### src/gtc_pkg.sv
// Shared constants and carriers for the gated 16-bit timer/counter
package gtc_pkg;
   localparam int COUNT_W = 16;
   localparam int PRESC_W = 3;
   localparam int INSTR_DIV = 4;
   localparam logic [1:0] INSTR_LAST = 2'h3;
   localparam logic [15:0] COUNT_RESET = 16'h0000;
   localparam logic [15:0] COUNT_TOP = 16'hFFFF;
   localparam logic [7:0] CTRL_RESET = 8'h00;
   localparam logic [2:0] PRESC_RESET = 3'h0;
   localparam logic [1:0] PS_DIV1 = 2'h0;
   localparam logic [1:0] PS_DIV2 = 2'h1;
   localparam logic [1:0] PS_DIV4 = 2'h2;
   localparam logic [1:0] PS_DIV8 = 2'h3;

   // Control byte, bit 7 down to bit 0
   typedef struct packed {
      logic gate_invert;
      logic gate_enable;
      logic [1:0] prescale_select;
      logic crystal_osc_enable;
      logic sync_bypass;
      logic count_source_select;
      logic timer_on;
   } gtc_ctrl_s;

   // Interrupt enables and flag clear from the core
   typedef struct packed {
      logic rollover_irq_enable;
      logic periph_irq_enable;
      logic global_irq_enable;
      logic flag_clear;
   } gtc_irq_s;

   // Software write strobes to the count pair
   typedef struct packed {
      logic wr_high;
      logic wr_low;
      logic [7:0] wr_data;
   } gtc_wr_s;
endpackage : gtc_pkg

### src/gtc_timer.sv
// Gated 16-bit timer/counter with prescaler, rollover flag and wake request
// Function
// 16-bit counter, byte writes update immediately
// Source bit picks instruction clock or pin
// Count external rising edges, sync or async
// Need a falling edge before first count
// Prescale count clock by 1, 2, 4, 8
// Hidden prescaler cleared on byte writes
// Enable bit starts crystal oscillator, runs asleep
// Crystal only with compatible main clock
// Oscillator pins forced input, read zero
// Software waits oscillator start-up before enabling
// Bypass mode counts unsynchronised, wakes core
// Mode switch may drop or add one
// Byte reads always return a valid value
// Software stops timer before writing counter
// Gate from pin or second comparator
// Gating acts only when gate enable set
// Invert bit flips gate for either source
// Wrap FFFF to 0000, set rollover flag
// Interrupt needs all three enables set
// Software clears the rollover flag
// Software clears counter and flag first
// Sleep counting only async; overflow wakes core
// Select codes map to 1, 2, 4, 8
// Counter holds while timer is off
// Gated count only at active level
`timescale 1ns/100ps
module gtc_timer
(
   // Clock and reset
   input wire logic sys_clk,
   input wire logic reset_n,
   // Control and software access
   input wire gtc_pkg::gtc_ctrl_s timer_control_reg,
   input wire gtc_pkg::gtc_wr_s count_write,
   input wire gtc_pkg::gtc_irq_s irq_control,
   input wire logic sleep_mode,
   input wire logic main_clk_lp_compatible,
   input wire logic gate_source_select,
   input wire logic osc_out_pin_direction_sw,
   input wire logic osc_in_pin_direction_sw,
   input wire logic osc_out_port_bit_pin,
   input wire logic osc_in_port_bit_pin,
   // External pins and comparator
   input wire logic external_count_input,
   input wire logic gate_input_pin,
   input wire logic comparator2_out,
   // Count and status
   output logic [7:0] count_high_byte,
   output logic [7:0] count_low_byte,
   output logic rollover_flag,
   output logic irq_request,
   output logic wake_request,
   output logic crystal_osc_run,
   output logic osc_out_pin_direction,
   output logic osc_in_pin_direction,
   output logic osc_out_port_bit,
   output logic osc_in_port_bit
);
   gtc_pkg::gtc_ctrl_s ctl;
   logic [15:0] count;
   logic [15:0] next_count;
   logic [2:0] presc;
   logic [2:0] next_presc;
   logic [1:0] cy_div;
   logic [1:0] next_cy_div;
   logic ext_m, ext_s, ext_d;
   logic gpin_m, gpin_s, cmp_m, cmp_s;
   logic armed, next_armed;
   logic first_on, next_first_on;
   logic lvl_off, next_lvl_off;
   logic on_d;
   logic sync_pend, next_sync_pend;
   logic flag, next_flag;
   logic cy_en, ext_rise, ext_fall, wr_any, gate_act, gate_ok;
   logic src_tick, presc_tick, inc, sleep_ok;

   // Prescale terminal count for the 2-bit select
   function automatic logic [2:0] presc_last(input logic [1:0] sel);
      unique case (sel)
         gtc_pkg::PS_DIV1: presc_last = 3'h0;
         gtc_pkg::PS_DIV2: presc_last = 3'h1;
         gtc_pkg::PS_DIV4: presc_last = 3'h3;
         gtc_pkg::PS_DIV8: presc_last = 3'h7;
      endcase
   endfunction : presc_last

   assign ctl = timer_control_reg;

   // Pin synchronisers
   always_ff @(posedge sys_clk or negedge reset_n)
   begin
      if (!reset_n)
      begin
         ext_m <= 1'b0;
         ext_s <= 1'b0;
         ext_d <= 1'b0;
         gpin_m <= 1'b0;
         gpin_s <= 1'b0;
         cmp_m <= 1'b0;
         cmp_s <= 1'b0;
         on_d <= 1'b0;
      end
      else
      begin
         ext_m <= external_count_input;
         ext_s <= ext_m;
         ext_d <= ext_s;
         gpin_m <= gate_input_pin;
         gpin_s <= gpin_m;
         cmp_m <= comparator2_out;
         cmp_s <= cmp_m;
         on_d <= ctl.timer_on;
      end
   end

   always_comb
   begin
      ext_rise = ext_s & ~ext_d;
      ext_fall = ~ext_s & ext_d;
      wr_any = count_write.wr_high | count_write.wr_low;
      // Instruction clock is a quarter of sys_clk and stops in sleep
      next_cy_div = sleep_mode ? cy_div : cy_div + 2'h1;
      cy_en = !sleep_mode && (cy_div == gtc_pkg::INSTR_LAST);
      gate_act = gate_source_select ? cmp_s : gpin_s;
      gate_act = ctl.gate_invert ? gate_act : ~gate_act;
      gate_ok = !ctl.gate_enable || gate_act;
      // Falling edge arming for counter mode
      next_first_on = first_on && !(ctl.timer_on && !on_d);
      next_lvl_off = (on_d && !ctl.timer_on) ? ext_s : lvl_off;
      next_armed = armed;
      if (ext_fall)
         next_armed = 1'b1;
      if (ctl.timer_on && !on_d && (first_on || (lvl_off && !ext_s)))
         next_armed = 1'b0;
      if (wr_any)
         next_armed = 1'b0;
      // Synchronous mode holds an edge until the next instruction cycle
      next_sync_pend = sync_pend;
      if (ext_rise && armed && !sleep_mode)
         next_sync_pend = 1'b1;
      if (cy_en || ctl.sync_bypass || wr_any)
         next_sync_pend = 1'b0;
      if (!ctl.count_source_select)
         src_tick = cy_en;
      else if (ctl.sync_bypass)
         src_tick = ext_rise && armed;
      else
         src_tick = cy_en && (sync_pend || (ext_rise && armed));
      sleep_ok = !sleep_mode || (ctl.count_source_select && ctl.sync_bypass);
      presc_tick = ctl.timer_on && gate_ok && sleep_ok && src_tick;
      next_presc = presc;
      inc = 1'b0;
      if (presc_tick)
      begin
         if (presc >= presc_last(ctl.prescale_select))
         begin
            next_presc = gtc_pkg::PRESC_RESET;
            inc = 1'b1;
         end
         else
            next_presc = presc + 3'h1;
      end
      next_count = count;
      if (inc)
         next_count = count + 16'h0001;
      // A write wins over a coincident increment in the byte it writes
      if (count_write.wr_high)
         next_count[15:8] = count_write.wr_data;
      if (count_write.wr_low)
         next_count[7:0] = count_write.wr_data;
      if (wr_any)
         next_presc = gtc_pkg::PRESC_RESET;
      // Set wins over a coincident clear
      next_flag = flag && !irq_control.flag_clear;
      if (inc && count == gtc_pkg::COUNT_TOP)
         next_flag = 1'b1;
   end

   always_ff @(posedge sys_clk or negedge reset_n)
   begin
      if (!reset_n)
      begin
         count <= gtc_pkg::COUNT_RESET;
         presc <= gtc_pkg::PRESC_RESET;
         cy_div <= 2'h0;
         armed <= 1'b0;
         first_on <= 1'b1;
         lvl_off <= 1'b0;
         sync_pend <= 1'b0;
         flag <= 1'b0;
      end
      else
      begin
         count <= next_count;
         presc <= next_presc;
         cy_div <= next_cy_div;
         armed <= next_armed;
         first_on <= next_first_on;
         lvl_off <= next_lvl_off;
         sync_pend <= next_sync_pend;
         flag <= next_flag;
      end
   end

   // Both bytes come from one register, so a read is never torn mid-update
   assign count_high_byte = count[15:8];
   assign count_low_byte = count[7:0];
   assign rollover_flag = flag;
   assign irq_request = flag && irq_control.rollover_irq_enable
      && irq_control.periph_irq_enable && irq_control.global_irq_enable;
   assign wake_request = sleep_mode && ctl.timer_on && flag
      && irq_control.rollover_irq_enable && irq_control.periph_irq_enable;
   // Oscillator is not gated by sleep, only by the enable and clock mode
   assign crystal_osc_run = ctl.crystal_osc_enable && main_clk_lp_compatible;
   assign osc_out_pin_direction = crystal_osc_run || osc_out_pin_direction_sw;
   assign osc_in_pin_direction = crystal_osc_run || osc_in_pin_direction_sw;
   assign osc_out_port_bit = !crystal_osc_run && osc_out_port_bit_pin;
   assign osc_in_port_bit = !crystal_osc_run && osc_in_port_bit_pin;
endmodule : gtc_timer

### config.mk
export PLATFORM = sky130hd
export DESIGN_NAME = gtc_timer
export DESIGN_NICKNAME = d
export VERILOG_FILES = /design/src/gtc_pkg.sv /design/src/gtc_timer.sv
export SDC_FILE = /design/constraint.sdc
export NUM_CORES = 1
export LEC_CHECK = 0
export ABC_AREA = 0
export BUFFER_PORTS_ARGS = -buffer_cell sky130_fd_sc_hd__buf_4
export CORE_ASPECT_RATIO = 1.4
export CORE_MARGIN = 4
export CORE_UTILIZATION = 51
export DETAILED_ROUTE_END_ITERATION = 6
export PLACE_DENSITY = 0.8
export SYNTH_ARGS = -nofsm -noshare
export SYNTH_HDL_FRONTEND = slang
export SYNTH_SLANG_ARGS = --single-unit
export TNS_END_PERCENT = 100
### constraint.sdc
create_clock -name sys_clk -period 2.2 [get_ports sys_clk]
set_input_delay 0.33 -clock sys_clk [delete_from_list [all_inputs] [get_ports sys_clk]]
set_output_delay 0.33 -clock sys_clk [all_outputs]
set_load 0.005 [all_outputs]
== Word level (Yosys, flattened, before mapping) ==
Index checks and enable logic that the tools add are counted.
Word-level totals
  flip-flop bits (word level): 34
  output and inout bits: 24
  bits of input ports: 34
  logic and storage cells: 99
Cells by class
  muxes and demuxes: 20
  equality and inequality tests: 5
  add/sub/neg operators: 3
  reductions and logical operators: 47
  $lt $le $gt $ge: 1
  bitwise gates (word level): 6
Operators with widths (count)
  $logic_and A1 B1 Y1: 25
  $add A16 B1 Y16 const B: 1
  $eq A16 B16 Y1 const B: 1
  $mux W16: 1
  $mux W8: 2
  $mux W1: 12
  $mux W3: 4
  $pmux W3 S4: 1
  $logic_not A1 Y1: 8
  $logic_or A1 B1 Y1: 8
  $reduce_bool A2 Y1: 4
  $eq A2 B2 Y1 const B: 3
  $add A3 B1 Y3 const B: 1
  $ge A3 B3 Y1: 1
  $not A1 Y1: 3
  $reduce_bool A3 Y1: 1
  $add A2 B1 Y2 const B: 1
  $and A1 B1 Y1: 2
  $eq A2 B1 Y1 const B: 1
  $logic_not A2 Y1: 1
  $or A1 B1 Y1: 1

== Logic depth before layout (Yosys ltp) ==
  depth in word-level cells: 14
  mapped depth: 8
  gate-level depth less buffers: 7

== Worst setup path after synthesis ==
Ideal clock, no wire load.
  path kind: input-to-reg
  from: input port timer_control_reg[4] (netlist name)
  to: register count[10]
  setup time: 0.141 ns
  path slack: 0.162 ns
  cell stages on the path: 8
  arrival time: 1.896 ns
  buffers on the path: 1
  cell sequence: or2_2 ha_1 nor2b_1 o21ai_2 nand3_4 buf_2 o41ai_1 a31oi_1
Between the ends
  longest elaborated chain between the ends: 7
  elaborated cells between the ends (all ways): 10
  those cells by class: order compare: 1; eq/ne: 3; mux: 4; reduce/logical: 2
RTL lines
  start, declared: line gtc_timer.sv:35  | input wire gtc_pkg::gtc_ctrl_s timer_control_reg,
  $eq A2 B2 Y1, or another cell as far along: line gtc_timer.sv:81  | unique case (sel)
  $pmux W3 S4 *: line gtc_timer.sv:81
  $mux W3 *: line gtc_timer.sv:155  | if (presc_tick)
  $ge A3 B3 Y1 *: line gtc_timer.sv:157  | if (presc >= presc_last(ctl.prescale_select))
  $mux W1 *: line gtc_timer.sv:157
  $mux W1 *: line gtc_timer.sv:155
  $reduce_bool A2 Y1 (no source line) *
  end signal, assigned: line gtc_timer.sv:185  | count <= gtc_pkg::COUNT_RESET;
  end signal, assigned: line gtc_timer.sv:196  | count <= next_count;
  end, declared: line gtc_timer.sv:62  | logic [15:0] count;
Mark *: on every way between the ends. The rest lies on a longest branch, timed or not. The select of a mux whose other input is x is not followed.
A chain may end at the register's enable or synchronous reset.

== Final worst setup path ==
  from: register cy_div[0]
  to: register count[14]
Between the ends
  longest elaborated chain between the ends: 8
RTL lines
  start, declared: line gtc_timer.sv:66  | logic [1:0] cy_div;
  start signal, assigned: line gtc_timer.sv:198  | cy_div <= next_cy_div;
  $eq A2 B2 Y1 *: line gtc_timer.sv:125  | cy_en = !sleep_mode && (cy_div == gtc_pkg::INSTR_LAST);
  $logic_and A1 B1 Y1 *: line gtc_timer.sv:125
  $logic_and A1 B1 Y1: line gtc_timer.sv:150  | src_tick = cy_en && (sync_pend || (ext_rise && armed));
  $mux W1: line gtc_timer.sv:147  | else if (ctl.sync_bypass)
  $mux W1 *: line gtc_timer.sv:145  | if (!ctl.count_source_select)
  $logic_and A1 B1 Y1 *: line gtc_timer.sv:152  | presc_tick = ctl.timer_on && gate_ok && sleep_ok && src_tick;
  $mux W1 *: line gtc_timer.sv:155
  $reduce_bool A2 Y1 (no source line) *
Mark *: on every way between the ends. The rest lies on a longest branch, timed or not.

==> flow_summary.ini <==
[global_routing]
track_usage = 0.227
grt_max_degree = 35
grt_pass1_vias = 1740
gr-total-overflow = 0
antenna_found_initial = 0
grt_pass1_wl_um = 8090

[hold_path]
hold_depth = 1
hp-start = comparator2_out
hp-class = in -> reg
holdPathEnd = cmp_m$_DFF_PN0_

[worst_setup_path]
crit_buf_inv = 1
crit_path_max_incr_delay_ns = 0.46
rrSetupSlack_ns = 0.20
r2r_end = count[14]$_DFFE_PN0P_
worst-endpoint-arrival_ns = 2.21
critPathMaxFanout = 5
worstPathRequired_ns = 2.41
cp-start-kind = flop
ff2ff_path_depth = 7
end_kind = flop
critPathSlowestCell = or4b_1
worstPathCellList = ha_1 -> nor2b_2 -> o21a_2 -> buf_4 -> and4_1 -> or4b_1 -> a31oi_1
cpLargestDelayFamily = simple AND/OR/NAND/NOR gates
r2r-start = cy_div[0]$_DFFE_PN0N_
crit_type = reg -> reg

[floorplan]
initial_core_util = 0.543
core_area_mm2 = 0.00344
pin_count = 58
die_x_um = 59.2
num_rows = 25
die_h_um = 79.6
die-area_mm2 = 0.00471

[timing]
post-route-min-period_ns = 2.00
timing.final.crit_share = 0.908
rsz0062_at_grt = no
slew-limit-headroom = 0.689
tightest_slew_ns = 0.466
hold_viol_final = 0
finalMaxSlewViolations = 0
fin_worst_skew_ns = 0.00938
setup_violations = 0
fmax_mhz = 500
setup_slack_ns = 0.202

[routing]
drc_errors = 0
wirelength_um = 4750
wl_per_cell_um = 15.6
drt_iter0_drc = 47
vias = 1792
ant_nets = 0
drt_first_pass_iters = 4
avgViaCountPerCell = 5.88

[placement]
dp_hpwl_um = 3560
dpl_cell_area_mm2 = 0.00238
dp_slack_ns = -0.0565
portBuffers = 57
gp_congestion = 0.840

[run]
cap_violations = 0

[yosys]
synth_top_area_frac = 0.442
synth_area_mm2 = 0.00187
synth_seq_cells = 34
syn_nets = 238
netlist-cell-type-count = 42
synth.area.top_cells = dfrtp_1 (44%), a31oi_1 (5.0%), nor2_1 (4.4%)
yosysSeqAreaShare = 0.456
yosysWarnings = 0
synth_area_per_cell_um2 = 9.44
synth_edf_count = 0
synth_ff_type = dfrtp_1
yosysTopAreaCell = dfrtp_1
async_flop_share = 1.00
syn_inst = 198

[finish]
top_regs = count (16), presc (3), cy_div (2)
drive_above_1_share = 0.302
nNetsFinal = 304
finish.instance_area_mm2 = 0.00249
largest_register_ffs = 16
area_growth_pct = 33.5
diodes = 0
regMostFlops = count

[pwr]
p_per_area_mw_per_mm2 = 651
ir_drop_mv = 0.487
p_leak_nw = 1.11

[clock_tree]
cts_tree = yes
clock_path_buffers = 2
cts_made_buffers = 5
htreeDepth = 2
cts-root-buf = clkbuf_8
clkSinkCount = 34
insertion_delay_ns = 0.29
clk_pin_slew_ns = 0.07

[outcome]
status = complete, no violations
## Yosys cell counts (3+ instances only)
library cell,n
nand3_1,10
o31ai_1,9
or4b_1,3
and2_1,6
a21oi_1,3
nand4_1,4
nand2b_1,5
nor2_1,22
or4_1,8
a31oi_1,15
nand2_1,14
clkbuf_1,5
ha_1,6
and3_1,3
o41ai_1,4
inv_1,12
o21ai_0,5
dfrtp_1,33
## cell families after synthesis
family / Yosys count / synth area share
xor+xnor: 1 / 0.00469
simple gates: 90 / 0.275
compound gates: 44 / 0.160
mux: 4 / 0.0248
fa+ha+maj: 6 / 0.0402
flops: 34 / 0.456
buf+inv: 19 / 0.0395
## layout make-up
cell class | count | area [um2]
Inverter | 12 | 45.0
Sequential cell | 34 | 852
Clock buffer | 7 | 76.3
Multi-Input combinational cell | 145 | 943
Timing Repair Buffer | 66 | 498
Fill cell | 295 | 946
Tap cell | 40 | 50.0
Clock inverter | 1 | 30.0
## layout by cell type (no fill, tap or decap), types with 6 or more instances in the layout
cell and n:
a31oi_1 15, and2_1 6, buf_4 65, dfrtp_1 33, ha_1 6, inv_1 12
nand2_1 14, nand3_1 10, nor2_1 22, o31ai_1 9, or4_1 8
## worst register-to-register path, cell delays in order, from the launching register on
cell,delay (ns)
dfrtp_1,0.38
ha_1,0.16
nor2b_2,0.17
o21a_2,0.16
buf_4,0.12
and4_1,0.28
or4b_1,0.46
a31oi_1,0.18
## what timing repair did
| item | CTS | global route |
|---|---|---|
| gates resized for setup | 0 | 0 |
| endpoints found under the hold margin | 33 | 0 |
| buffers inserted | 0 | 0 |
| hold buffers | 1 | 0 |
## routing by layer
| metal | up-vias | wire length, um | global-route usage |
|---|---|---|---|
| li1 | 868 | - | - |
| met1 | 849 | 1760 | 0.268 |
| met2 | 65 | 2550 | 0.383 |
| met3 | 10 | 329 | 0.0550 |
| met4 | 0 | 106 | 0.0975 |
| met5 | - | 0 | 0 |
## worst max-delay path by stage
stage,startpoint,endpoint,slack [ns],cells past startpoint
finish,cy_div[0]$_DFFE_PN0N_,count[14]$_DFFE_PN0P_,0.20,7
detailed placement,timer_control_reg[4],count[14]$_DFFE_PN0P_,-0.06,8
global route,presc[2]$_DFFE_PN0P_,presc[1]$_DFFE_PN0P_,0.07,7
floorplan,timer_control_reg[4],count[10]$_DFFE_PN0P_,0.16,8
CTS,cy_div[0]$_DFFE_PN0N_,count[14]$_DFFE_PN0P_,0.19,7
global placement,timer_control_reg[4],count[11]$_DFFE_PN0P_,-0.008,8
## report_power, final
part	switching (W)	internal, W
Combinational	0.000153	0.000175
Sequential	0.0000571	0.000682
Clock	0.000219	0.000339
Total	0.000429	0.00120
## through the flow
step	cells	power [W]	util	hold WS [ns]	setup TNS, ns
global placement	296	0.00106	0.691	0.300	-0.0141
floorplan	198	0.000896	-	0.0344	0
detailed placement	296	0.00108	0.691	0.300	-0.181
global route	305	0.00172	0.725	0.135	0
finish	305	0.00162	0.725	0.154	0
CTS	305	0.00164	0.725	0.143	0
Power figures use the tool's default switching activity.
